<file path="src/fcbu_pkg.sv">
// Shared constants, types and helper functions for the flag-tested branch unit.
package fcbu_pkg;

  // ==========================================================================
  // Widths
  // ==========================================================================
  localparam int PC_W = 16;
  localparam int WORD_W = 16;
  localparam int ADDR_W = 8;
  localparam int OFS_W = 7;

  // ==========================================================================
  // APB register offsets (byte addresses, one aligned word each)
  // ==========================================================================
  localparam logic [ADDR_W-1:0] REG_CTRL = 8'h00;
  localparam logic [ADDR_W-1:0] REG_STATUS = 8'h04;
  localparam logic [ADDR_W-1:0] REG_PC = 8'h08;
  localparam logic [ADDR_W-1:0] REG_INSTR = 8'h0c;
  localparam logic [ADDR_W-1:0] REG_FLAGS = 8'h10;
  localparam logic [ADDR_W-1:0] REG_TAKEN_COUNT = 8'h14;

  // ==========================================================================
  // Register fields and reset values
  // ==========================================================================
  localparam int CTRL_ENABLE_BIT = 0;
  localparam logic CTRL_ENABLE_RESET = 1'b1;
  localparam int STAT_BUSY_BIT = 0;
  localparam int STAT_TAKEN_BIT = 1;
  localparam int STAT_PENDING_BIT = 2;
  localparam int STAT_REFUSED_BIT = 3;
  localparam int STAT_CYCLES_LSB = 4;
  localparam logic [PC_W-1:0] PC_RESET = 16'h0000;
  localparam logic [WORD_W-1:0] INSTR_RESET = 16'h0000;

  // ==========================================================================
  // Instruction word layout of the branch family
  // ==========================================================================
  localparam int FAMILY_LSB = 11;
  localparam logic [4:0] FAMILY_CODE = 5'h1e;
  localparam int POLARITY_BIT = 10;
  localparam int OFS_LSB = 3;
  localparam int SEL_LSB = 0;

  // Status register flag positions as seen on the core flag bus.
  localparam logic [2:0] FLAG_V = 3'h3;
  localparam logic [2:0] FLAG_N = 3'h2;
  localparam logic [2:0] FLAG_S = 3'h4;
  localparam logic [2:0] FLAG_H = 3'h5;
  localparam logic [2:0] FLAG_T = 3'h6;
  localparam logic [2:0] FLAG_I = 3'h7;

  // ==========================================================================
  // Timing counts
  // ==========================================================================
  localparam logic [1:0] CYCLES_NOT_TAKEN = 2'h1;
  localparam logic [1:0] CYCLES_TAKEN = 2'h2;

  // ==========================================================================
  // Types
  // ==========================================================================
  typedef enum logic {FCBU_IDLE, FCBU_BRANCH} fcbu_state_t;

  typedef struct packed {
    logic is_branch;
    logic cond_true;
    logic [PC_W-1:0] offset;
  } fcbu_decode_t;

  // ==========================================================================
  // Functions
  // ==========================================================================
  // Sign-extends the word displacement to the counter width.
  function automatic logic [PC_W-1:0] sext_offset(input logic [OFS_W-1:0] k);
    sext_offset = {{(PC_W-OFS_W){k[OFS_W-1]}}, k};
  endfunction : sext_offset

  // Next counter value: current plus displacement plus one.
  function automatic logic [PC_W-1:0] pc_step(input logic [PC_W-1:0] pc,
                                              input logic [PC_W-1:0] ofs);
    pc_step = pc + ofs + 16'h0001;
  endfunction : pc_step

endpackage : fcbu_pkg

</file>
<file path="src/fcbu_branch_unit.sv">
// Flag-tested conditional relative branch unit with its APB register slave.
//
// Chosen here: the address map and the APB register port.
`timescale 1ns/10ps
`default_nettype none

// Functional notes
// RULE_01 - Taken branch loads counter plus offset plus one.
// RULE_02 - Half-carry-set branch taken only when flag one.
// RULE_03 - Half-carry-clear branch taken only when flag zero.
// RULE_04 - Copy-bit-set branch taken only when flag one.
// RULE_05 - Copy-bit-clear branch taken only when flag zero.
// RULE_06 - Overflow-set branch taken only when flag one.
// RULE_07 - Overflow-clear branch taken only when flag zero.
// RULE_08 - Interrupts-enabled branch taken when enable flag one.
// RULE_09 - Interrupts-disabled branch taken when enable flag zero.
// RULE_10 - No branch ever modifies any status flag.
// RULE_11 - Every branch completes in one or two cycles.
// RULE_12 - Signed-less branch taken when negative xor overflow.
// RULE_13 - False takes one cycle, taken two with flush.
// RULE_14 - Offset is signed, sign-extended before the addition.
module fcbu_branch_unit
  import fcbu_pkg::*;
(
  input wire logic pclk,
  input wire logic presetn,
  input wire logic [ADDR_W-1:0] paddr,
  input wire logic psel,
  input wire logic penable,
  input wire logic pwrite,
  input wire logic [31:0] pwdata,
  output logic [31:0] prdata,
  output logic pready,
  output logic pslverr,
  input wire logic issue_valid,
  input wire logic [WORD_W-1:0] issue_word,
  input wire logic [7:0] status_flags,
  output logic [PC_W-1:0] program_counter,
  output logic pc_load,
  output logic flush_fetch,
  output logic branch_done,
  output logic branch_taken
);

  // ==========================================================================
  // Address decode helpers
  // ==========================================================================

  // Tells whether a byte address names one of the mapped registers.
  function automatic logic addr_known(input logic [ADDR_W-1:0] a);
    addr_known = (a == REG_CTRL) || (a == REG_STATUS) || (a == REG_PC) ||
                 (a == REG_INSTR) || (a == REG_FLAGS) || (a == REG_TAKEN_COUNT);
  endfunction : addr_known

  // ==========================================================================
  // Declarations
  // ==========================================================================
  fcbu_state_t state;
  fcbu_decode_t core_dec;
  fcbu_decode_t sw_dec;
  fcbu_decode_t sel_dec;
  logic ctrl_enable;
  logic sw_pending;
  logic [WORD_W-1:0] sw_word;
  logic refused;
  logic last_taken;
  logic [1:0] last_cycles;
  logic [PC_W-1:0] cur_offset;
  logic [7:0] flag_seen;
  logic [15:0] taken_count;
  logic idle;
  logic core_take;
  logic sw_take;
  logic launch;
  logic apb_setup;
  logic wr_fire;
  logic wr_ctrl;
  logic wr_status;
  logic wr_pc;
  logic wr_instr;
  logic pc_refused;
  logic instr_refused;
  logic sw_dropped;
  logic [31:0] next_prdata;

  // ==========================================================================
  // Condition decoders for the core word and the software word
  // ==========================================================================
  fcbu_cond_eval u_core_eval (
    .word(issue_word),
    .flags(status_flags),
    .dec(core_dec)
  );

  fcbu_cond_eval u_sw_eval (
    .word(sw_word),
    .flags(status_flags),
    .dec(sw_dec)
  );

  // ==========================================================================
  // Issue selection
  // ==========================================================================

  // The core port has priority; a software word waits while the core issues a branch word.
  assign idle = (state == FCBU_IDLE);
  assign core_take = idle & ctrl_enable & issue_valid & core_dec.is_branch;
  assign sw_take = idle & ctrl_enable & ~core_take & sw_pending;
  assign launch = core_take | (sw_take & sw_dec.is_branch);
  assign sw_dropped = sw_take & ~sw_dec.is_branch;
  assign sel_dec = core_take ? core_dec : sw_dec;

  // ==========================================================================
  // APB strobes
  // ==========================================================================

  // Writes take effect only at the edge that completes the access phase.
  assign apb_setup = psel & ~penable;
  assign wr_fire = psel & penable & pready & pwrite;
  assign wr_ctrl = wr_fire & (paddr == REG_CTRL);
  assign wr_status = wr_fire & (paddr == REG_STATUS);
  assign wr_pc = wr_fire & (paddr == REG_PC);
  assign wr_instr = wr_fire & (paddr == REG_INSTR);

  // A counter write while a branch is running or starting would be lost.
  assign pc_refused = wr_pc & (~idle | launch);
  assign instr_refused = wr_instr & sw_pending & ~sw_take;

  // ==========================================================================
  // Sequencer
  // ==========================================================================

  // A true condition costs a second cycle; a false one ends in the first.
  always_ff @(posedge pclk or negedge presetn) begin
    if (!presetn) begin
      state <= FCBU_IDLE;
    end else begin
      case (state)
        FCBU_IDLE: begin
          if (launch && sel_dec.cond_true) begin
            state <= FCBU_BRANCH; // see RULE_13
          end
        end
        FCBU_BRANCH: begin
          state <= FCBU_IDLE; // see RULE_11
        end
        default: begin
          state <= FCBU_IDLE;
        end
      endcase
    end
  end

  // Holds the extended displacement for the second cycle of a taken branch.
  always_ff @(posedge pclk or negedge presetn) begin
    if (!presetn) begin
      cur_offset <= PC_RESET;
    end else if (launch) begin
      cur_offset <= sel_dec.offset; // see RULE_14
    end
  end

  // ==========================================================================
  // Program counter
  // ==========================================================================

  // Branch updates win over a software load of the counter.
  always_ff @(posedge pclk or negedge presetn) begin
    if (!presetn) begin
      program_counter <= PC_RESET;
    end else if (state == FCBU_BRANCH) begin
      program_counter <= pc_step(program_counter, cur_offset); // see RULE_01 see RULE_12
    end else if (launch && !sel_dec.cond_true) begin
      program_counter <= pc_step(program_counter, PC_RESET); // see RULE_13
    end else if (wr_pc && !pc_refused) begin
      program_counter <= pwdata[PC_W-1:0];
    end
  end

  // Fetch-side pulses: flush the prefetched word, load, completion and outcome.
  always_ff @(posedge pclk or negedge presetn) begin
    if (!presetn) begin
      pc_load <= 1'b0;
      flush_fetch <= 1'b0;
      branch_done <= 1'b0;
      branch_taken <= 1'b0;
    end else begin
      pc_load <= (state == FCBU_BRANCH) | (launch & ~sel_dec.cond_true);
      flush_fetch <= launch & sel_dec.cond_true; // see RULE_13
      branch_done <= (state == FCBU_BRANCH) | (launch & ~sel_dec.cond_true); // see RULE_11
      branch_taken <= (state == FCBU_BRANCH);
    end
  end

  // ==========================================================================
  // Observation state
  // ==========================================================================

  // Records the outcome and cycle count of the latest branch.
  always_ff @(posedge pclk or negedge presetn) begin
    if (!presetn) begin
      last_taken <= 1'b0;
      last_cycles <= 2'h0;
    end else if (launch) begin
      last_taken <= sel_dec.cond_true;
      last_cycles <= sel_dec.cond_true ? CYCLES_TAKEN : CYCLES_NOT_TAKEN;
    end
  end

  // Flags are only sampled for read-back; this unit drives no flag at all.
  always_ff @(posedge pclk or negedge presetn) begin
    if (!presetn) begin
      flag_seen <= 8'h00;
    end else if (launch) begin
      flag_seen <= status_flags; // see RULE_10
    end
  end

  // Counts taken branches, wrapping at the top.
  always_ff @(posedge pclk or negedge presetn) begin
    if (!presetn) begin
      taken_count <= 16'h0000;
    end else if (state == FCBU_BRANCH) begin
      taken_count <= taken_count + 16'h0001;
    end
  end

  // ==========================================================================
  // Software-visible control
  // ==========================================================================

  // Enable gates both issue sources.
  always_ff @(posedge pclk or negedge presetn) begin
    if (!presetn) begin
      ctrl_enable <= CTRL_ENABLE_RESET;
    end else if (wr_ctrl) begin
      ctrl_enable <= pwdata[CTRL_ENABLE_BIT];
    end
  end

  // One software word may wait; it is consumed when the unit takes it.
  always_ff @(posedge pclk or negedge presetn) begin
    if (!presetn) begin
      sw_pending <= 1'b0;
      sw_word <= INSTR_RESET;
    end else begin
      if (sw_take) begin
        sw_pending <= 1'b0;
      end
      if (wr_instr && !instr_refused) begin
        sw_pending <= 1'b1;
        sw_word <= pwdata[WORD_W-1:0];
      end
    end
  end

  // Sticky refusal flag; a new refusal beats a write-one clear.
  always_ff @(posedge pclk or negedge presetn) begin
    if (!presetn) begin
      refused <= 1'b0;
    end else if (pc_refused || instr_refused || sw_dropped) begin
      refused <= 1'b1;
    end else if (wr_status && pwdata[STAT_REFUSED_BIT]) begin
      refused <= 1'b0;
    end
  end

  // ==========================================================================
  // APB slave
  // ==========================================================================

  // Read data for the addressed register, sampled in the setup cycle.
  always_comb begin
    next_prdata = 32'h00000000;
    case (paddr)
      REG_CTRL: begin
        next_prdata[CTRL_ENABLE_BIT] = ctrl_enable;
      end
      REG_STATUS: begin
        next_prdata[STAT_BUSY_BIT] = (state == FCBU_BRANCH);
        next_prdata[STAT_TAKEN_BIT] = last_taken;
        next_prdata[STAT_PENDING_BIT] = sw_pending;
        next_prdata[STAT_REFUSED_BIT] = refused;
        next_prdata[STAT_CYCLES_LSB +: 2] = last_cycles;
      end
      REG_PC: begin
        next_prdata[PC_W-1:0] = program_counter;
      end
      REG_INSTR: begin
        next_prdata[WORD_W-1:0] = sw_word;
      end
      REG_FLAGS: begin
        next_prdata[7:0] = flag_seen;
      end
      REG_TAKEN_COUNT: begin
        next_prdata[15:0] = taken_count;
      end
      default: begin
        next_prdata = 32'h00000000;
      end
    endcase
  end

  // Every access completes with no wait: ready rises for the access phase only.
  always_ff @(posedge pclk or negedge presetn) begin
    if (!presetn) begin
      pready <= 1'b0;
      pslverr <= 1'b0;
      prdata <= 32'h00000000;
    end else begin
      pready <= apb_setup;
      pslverr <= apb_setup & ~addr_known(paddr);
      if (apb_setup) begin
        prdata <= next_prdata;
      end
    end
  end

endmodule : fcbu_branch_unit

`default_nettype wire

</file>
<file path="src/fcbu_cond_eval.sv">
// Decoder that recognises a flag-tested branch word and evaluates its condition.
`timescale 1ns/10ps
`default_nettype none

module fcbu_cond_eval
  import fcbu_pkg::*;
(
  input wire logic [WORD_W-1:0] word,
  input wire logic [7:0] flags,
  output var fcbu_decode_t dec
);

  logic family;
  logic clear_pol;
  logic supported;
  logic flag_val;
  logic [2:0] sel;

  // Selects the tested flag; other flag selections belong to other units.
  always_comb begin
    family = (word[FAMILY_LSB +: 5] == FAMILY_CODE);
    clear_pol = word[POLARITY_BIT];
    sel = word[SEL_LSB +: 3];
    supported = 1'b0;
    flag_val = 1'b0;
    case (sel)
      FLAG_H: begin
        supported = 1'b1;
        flag_val = flags[FLAG_H]; // see RULE_02 see RULE_03
      end
      FLAG_T: begin
        supported = 1'b1;
        flag_val = flags[FLAG_T]; // see RULE_04 see RULE_05
      end
      FLAG_V: begin
        supported = 1'b1;
        flag_val = flags[FLAG_V]; // see RULE_06 see RULE_07
      end
      FLAG_I: begin
        supported = 1'b1;
        flag_val = flags[FLAG_I]; // see RULE_08 see RULE_09
      end
      FLAG_S: begin
        supported = ~clear_pol;
        flag_val = flags[FLAG_N] ^ flags[FLAG_V]; // see RULE_12
      end
      default: begin
        supported = 1'b0;
        flag_val = 1'b0;
      end
    endcase
    dec.is_branch = family & supported;
    dec.cond_true = family & supported & (clear_pol ? ~flag_val : flag_val);
    dec.offset = sext_offset(word[OFS_LSB +: OFS_W]); // see RULE_14
  end

endmodule : fcbu_cond_eval

`default_nettype wire

</file>
<file path="config.mk">
export PLATFORM = sky130hd
export DESIGN_NAME = fcbu_branch_unit
export DESIGN_NICKNAME = d
export VERILOG_FILES = /design/src/fcbu_pkg.sv /design/src/fcbu_branch_unit.sv /design/src/fcbu_cond_eval.sv
export SDC_FILE = /design/constraint.sdc
export NUM_CORES = 1
export LEC_CHECK = 0
export BUFFER_PORTS_ARGS = -buffer_cell sky130_fd_sc_hd__buf_2
export CAP_MARGIN = 5
export CELL_PAD_IN_SITES_DETAIL_PLACEMENT = 2
export CELL_PAD_IN_SITES_GLOBAL_PLACEMENT = 2
export CORE_ASPECT_RATIO = 1.25
export CORE_UTILIZATION = 33
export CTS_CLUSTER_DIAMETER = 200
export DETAILED_ROUTE_END_ITERATION = 7
export GPL_ROUTABILITY_DRIVEN = 0
export PLACE_DENSITY = 0.82
export SLEW_MARGIN = 25
export SYNTH_ARGS = -nofsm -noshare
export SYNTH_HDL_FRONTEND = slang
export SYNTH_SLANG_ARGS = --single-unit
</file>
<file path="constraint.sdc">
create_clock -name pclk -period 4.3 [get_ports pclk]
set_clock_uncertainty 0.1 [all_clocks]
set_input_delay 0.86 -clock pclk [delete_from_list [all_inputs] [get_ports pclk]]
set_output_delay 0.86 -clock pclk [all_outputs]
set_load 0.05 [all_outputs]
</file>
==> flow_metrics.py, run 1 <==
metrics = {
    "power": {
        "vdd_drop_max_mv": 0.1545,
        "switching_share": 0.2806,
        "p_seq_frac": 0.473,
        "combPwrFrac": 0.100,
        "power.density_nw_per_um2": 278.5,
        "p_int_mw": 1.308,
        "p_total_mw": 1.818,
        "p_clk_frac": 0.427,
        "p_switching_mw": 0.5101,
        "power_leakage_nw": 3.070,
    },
    "route": {
        "drtPass1Iterations": 4,
        "routedWlPerCell_um": 21.12,
        "wl_met1_um": 7963,
        "drt_iter0_drc": 295,
        "ant_nets": 0,
        "wirelength_um": 19300,
        "route.top_layer_used": "met4",
        "drc": 0,
        "wl_met2_um": 10010,
        "via_per_inst": 5.540,
        "vias": 5064,
        "dr_wl_met3_um": 635,
    },
    "synth": {
        "synth_fa_ha_area_frac": 0.04175,
        "yosys.area_share.xor_xnor": 0.05499,
        "synth_flop_cell": "dfrtp_1",
        "ys_types": 63,
        "synth_edf_count": 0,
        "syn_inst": 611,
        "synth_top_family_by_area": "compound AO/OA/AOI/OAI gates",
        "synth-compound-area-share": 0.1903,
        "avgSynthCellArea_um2": 9.123,
        "synthMuxAreaShare": 0.07160,
        "ys_async_sr_fraction": 1.000,
        "ys_seq_area_frac": 0.4043,
        "synthSimpleGateAreaFrac": 0.1789,
        "ys_ff_latch": 90,
        "syn-cell-area_um2": 5574,
        "ys_warn_count": 0,
    },
    "clocking": {
        "numCtsBuffers": 9,
        "cts-root-buf": "clkbuf_16",
        "clock_sinks": 90,
        "cts.clk_slew.worst_paths_ns": 0.07,
        "cts_tree": "done",
        "cts_setup_buffers": 0,
        "cts_resized": 0,
        "clock_path_buffers": 2,
        "htreeDepth": 3,
        "cts-hold-fix-buffers": 0,
        "clock_latency_ns": 0.35,
    },
    "timing": {
        "tns_ns": 0,
        "fin_crit_ns": 3.544,
        "setup_viol": 0,
        "hold_ws_ns": 0.2602,
        "slew_violations": 0,
        "slew_headroom": 0.4415,
        "rsz0062_at_grt": "no",
        "fmax_ghz": 0.2822,
        "fin_ws_ns": 0.7561,
        "tightest_slew_ns": 0.8346,
        "min_period_over_period": 0.8242,
        "hold_viol": 0,
    },
    "flow_run": {
        "cap_violations": 0,
    },
    "layout": {
        "multi_input_area_um2": 3074,
        "final_util": 0.3997,
        "nFillCells": 1839,
        "stdcell_area_um2": 6528,
        "area_growth_syn_to_layout_pct": 17.10,
        "drive_gt1_frac": 0.2221,
        "final_cells": 914,
        "regArea_um2": 2253,
        "fin_nets": 781,
        "antennaDiodeCount": 0,
    },
    "die": {
        "io_pins": 124,
        "die_h_um": 147.3,
        "die_width_um": 118.2,
        "initial_utilization": 0.3413,
        "coreArea_um2": 16330,
        "die-area_um2": 17420,
        "rows": 52,
    },
    "worst_setup_path": {
        "critPathBufInv": 2,
        "cp_slowest_cell": "dfrtp_1",
        "path_cells": "inv_1, ha_1, inv_1, fa_1, a21o_1, a211o_1, a2111oi_4, o31ai_1, or4_1, a31oi_1, xor2_1, o21ai_1",
        "cpPeakStageDelay_ns": 0.54,
        "arrival_ns": 3.66,
        "cp_top_family": "compound AO/OA/AOI/OAI gates",
        "crit_top_cell": "inv_1",
        "cp.required_ns": 4.41,
        "path_class": "register to register",
        "startpoint_type": "register",
        "crit_path_max_fanout": 10,
        "end_kind": "register",
    },
    "grt": {
        "grt_first_pass_wirelength_um": 31200,
        "grt_overflow_total": 0,
        "antenna_found_initial": 0,
        "grt_pass1_vias": 5661,
        "grt_max_degree": 44,
        "track_usage": 0.2308,
    },
    "placement": {
        "place.port_buffers": 91,
        "pre_cts_ws_ns": 0.5944,
        "hpwl_um": 14840,
        "place_area_um2": 6242,
        "post-place-cells": 898,
    },
    "worst_hold_path": {
        "hold_path.class": "input pin to async pin",
    },
    "run_status": {
        "outcome": "finished, final reports clean",
    },
}
-- cell families after synthesis --
| kind of cell | count (synthesis) |
|---|---|
| AOI/OAI and AO/OA | 153 |
| xor gates and xnor gates | 35 |
| muxes | 37 |
| DFF | 90 |
| buffers and inverters | 63 |
| and+or+nand+nor | 214 |
| adders and majority gates | 18 |
| other | 1 |
-- Yosys cell counts, types with 6 or more instances --
| cell | instances | area [um^2] |
|---|---|---|
| a211oi_1 | 8 | 60.06 |
| a21o_1 | 6 | 45.04 |
| a21oi_1 | 26 | 130.1 |
| a22o_1 | 17 | 148.9 |
| a22oi_1 | 8 | 60.06 |
| and3_1 | 8 | 50.05 |
| buf_4 | 21 | 157.7 |
| clkbuf_1 | 19 | 71.32 |
| dfrtp_1 | 89 | 2227 |
| ha_1 | 17 | 212.7 |
| inv_1 | 15 | 56.30 |
| mux2_2 | 23 | 259.0 |
| mux2i_1 | 14 | 140.1 |
| nand2_1 | 95 | 356.6 |
| nand3_1 | 22 | 110.1 |
| nand4_1 | 6 | 37.54 |
| nor2_1 | 36 | 135.1 |
| nor3_1 | 13 | 65.06 |
| o21ai_0 | 38 | 190.2 |
| xnor2_1 | 24 | 210.2 |
| xor2_1 | 11 | 96.34 |
-- worst paths after layout --
path / depth (start not counted) / startpoint / slack (ns) / to
setup / recovery: 12 / program_counter[0] / 0.76 / program_counter[14]
hold / removal: 1 / presetn / 0.26 / prdata[14]
setup reg to reg: 12 / program_counter[0] / 0.76 / program_counter[14]
hold reg to reg: 1 / prdata[7] / 0.37 / prdata[7]
max in group asynchronous: 4 / presetn / 2.90 / cur_offset[3]
min in group pclk: 1 / prdata[7] / 0.37 / prdata[7]
-- state kept, by name, summed over array words and instances (netlist names), 7 cells and up --
name / flops
cur_offset: 7
flag_seen: 8
prdata: 16
program_counter: 16
sw_word: 16
taken_count: 16
-- area by class of cell --
| type | instances | area share |
|---|---|---|
| flip-flops and latches | 90 | 0.3452 |
| inverters | 15 | 0.008626 |
| well taps | 216 | 0.04140 |
| multi-input cells | 473 | 0.4710 |
| clock buffers | 9 | 0.03450 |
| repair buffers | 104 | 0.09009 |
| clock inverters | 7 | 0.009201 |
-- power by group through the flow --
stage / combinational (mW) / sequential [mW] / clock, mW
floorplan: 0.0899 / 0.899 / 0
global placement: 0.171 / 0.876 / 0
detailed placement: 0.183 / 0.877 / 0
CTS: 0.184 / 0.860 / 0.790
global route: 0.197 / 0.861 / 0.815
finish: 0.182 / 0.860 / 0.776
-- per-layer routing --
layer  GRT usage  up-vias
li1            -     2325
met1      0.2753     2578
met2      0.4188      127
met3     0.01902       34
met4      0.1071        0
met5           0        -
-- cell usage in the layout (no fill, tap or decap), types with 6 or more instances in the layout --
cell	n
a21oi_1	26
inv_1	15
o21ai_0	38
nand4_1	6
a21o_1	6
and3_1	8
conb_1	16
xor2_1	11
buf_2	90
ha_1	17
mux2i_1	14
buf_4	12
mux2_2	23
dfrtp_1	89
nand2_1	95
a211oi_1	8
nand3_1	22
a22o_1	17
xnor2_1	24
clkbuf_16	9
nor2_1	36
nor3_1	13
a22oi_1	8
Note: power is estimated with default switching activity, not from simulation.
==> inputs of run 2 (changes only) <==
clock period = 3.4 ns   (was 4.3 ns; I/O delays follow)
==> flow_metrics.py, run 2 (synthesis gave the netlist of run 1 again) <==
metrics = {
    "grt": {
        "antenna_found_initial": 0,
        "grt_pass1_vias": 5606,
        "grt_first_pass_wirelength_um": 30570,
        "track_usage": 0.2249,
        "grt_max_degree": 56,
        "grt_overflow_total": 0,
    },
    "timing": {
        "min_period_over_period": 0.9546,
        "fmax_ghz": 0.3081,
        "hold_viol": 0,
        "tns_ns": 0,
        "setup_viol": 0,
        "slew_violations": 0,
        "tightest_slew_ns": 0.7913,
        "slew_headroom": 0.4725,
        "fin_crit_ns": 3.246,
    },
    "layout": {
        "mostFrequentLayoutCells": "nand2_1 (95), buf_2 (90), dfrtp_1 (88)",
        "stdcell_area_um2": 6629,
        "final_cells": 922,
        "final_common_cell": "nand2_1",
        "nFillCells": 1820,
        "final_util": 0.4059,
        "drive_gt1_frac": 0.2380,
        "antennaDiodeCount": 0,
        "fin_nets": 789,
        "area_growth_syn_to_layout_pct": 18.92,
    },
    "run_status": {
        "outcome": "finished, final reports clean",
    },
    "die": {
        "die_h_um": 147.3,
        "die_width_um": 118.2,
        "initial_utilization": 0.3413,
        "io_pins": 124,
        "die-area_um2": 17420,
        "rows": 52,
        "coreArea_um2": 16330,
    },
    "worst_setup_path": {
        "r2r_setup_slack_ns": 0.15,
        "path_class": "register to register",
        "end_kind": "register",
        "cp.required_ns": 3.52,
        "startpoint_type": "register",
        "crit_path_max_fanout": 3,
        "arrival_ns": 3.37,
    },
    "clocking": {
        "clock_path_buffers": 2,
        "clock_sinks": 90,
        "htreeDepth": 3,
        "numCtsBuffers": 9,
        "cts_setup_buffers": 0,
        "cts-root-buf": "clkbuf_16",
        "clock_latency_ns": 0.35,
        "cts_tree": "done",
        "cts.clk_slew.worst_paths_ns": 0.07,
    },
    "placement": {
        "place.port_buffers": 91,
        "post-place-cells": 906,
        "place_area_um2": 6284,
        "hpwl_um": 14450,
    },
    "power": {
        "power.density_nw_per_um2": 361.5,
        "vdd_drop_max_mv": 0.1678,
        "p_total_mw": 2.396,
        "power_leakage_nw": 3.129,
    },
    "route": {
        "vias": 5044,
        "wirelength_um": 18750,
        "drt_iter0_drc": 190,
        "routedWlPerCell_um": 20.33,
        "drtPass1Iterations": 4,
        "drc": 0,
        "via_per_inst": 5.471,
        "ant_nets": 0,
    },
    "worst_hold_path": {
        "hold_path.class": "input pin to async pin",
    },
    "flow_run": {
        "cap_violations": 0,
    },
}
-- run 2: cell count changes in the layout (fill, tap and decap cells not counted), sizes merged --
cell      before  now
buf          104  112
inv           19   15
clkinv         0    3
bufinv         0    2
clkinvlp       3    2
-- run 2: final cells by class --
| class | instances | area (um^2) | area share |
|---|---|---|---|
| Multi-Input combinational cell | 473 | 3100 | 0.4677 |
| Inverter | 15 | 56.30 | 0.008494 |
| Clock buffer | 9 | 225.2 | 0.03398 |
| Tap cell | 216 | 270.3 | 0.04077 |
| Clock inverter | 7 | 93.84 | 0.01416 |
| Timing Repair Buffer | 112 | 628.1 | 0.09475 |
| Sequential cell | 90 | 2255 | 0.3401 |
-- run 2: critical path, cell delays in order (launching register included) --
cell	delay [ns]
dfrtp_2	0.40
inv_1	0.06
ha_1	0.16
inv_1	0.06
fa_2	0.36
a21o_1	0.19
a211o_1	0.32
a2111oi_4	0.48
o31ai_4	0.14
or4_4	0.43
a31oi_2	0.19
xor2_1	0.16
o21ai_1	0.07
-- run 2: path summary, 6_finish.rpt --
kind / start / to / depth (start not counted)
min in group pclk: prdata[2] / prdata[2] / 2
worst min register to register: prdata[2] / prdata[2] / 2
max in group asynchronous: presetn / ctrl_enable / 2
worst max-delay path: program_counter[0] / program_counter[14] / 12
worst min-delay path: presetn / prdata[14] / 1
worst max register to register: program_counter[0] / program_counter[14] / 12
-- run 2: through the flow --
step | hold WS [ns] | setup WS, ns
2_1_floorplan | 0.2727 | 0.04298
3_3_place_gp | 0.3581 | 0.1774
3_5_place_dp | 0.3669 | 0.07454
4_1_cts | 0.3229 | 0.06365
5_1_grt | 0.3423 | -0.008285
6_report | 0.2998 | 0.1544
-- run 2: metal layers --
layer	share of wire	wire length (um)	up-vias	global-route usage
met5	0	0	-	0
met4	0.034	641	0	0.1013
met3	0.033	617	36	0.02834
met2	0.51	9570	126	0.3941
met1	0.42	7917	2542	0.2749
li1	-	-	2340	-
-- run 2: where the power goes --
part           switching (mW)  total [mW]  internal [mW]
combinational           0.163       0.227         0.0639
clock                   0.439        1.08          0.643
sequential            0.00721        1.09           1.08
-- run 2: what timing repair did --
action | in CTS | in global routing
endpoints found under the setup margin | 0 | 1
hold buffers | 0 | 0
hold endpoints to repair | 0 | 0
gates resized for setup | 0 | 5
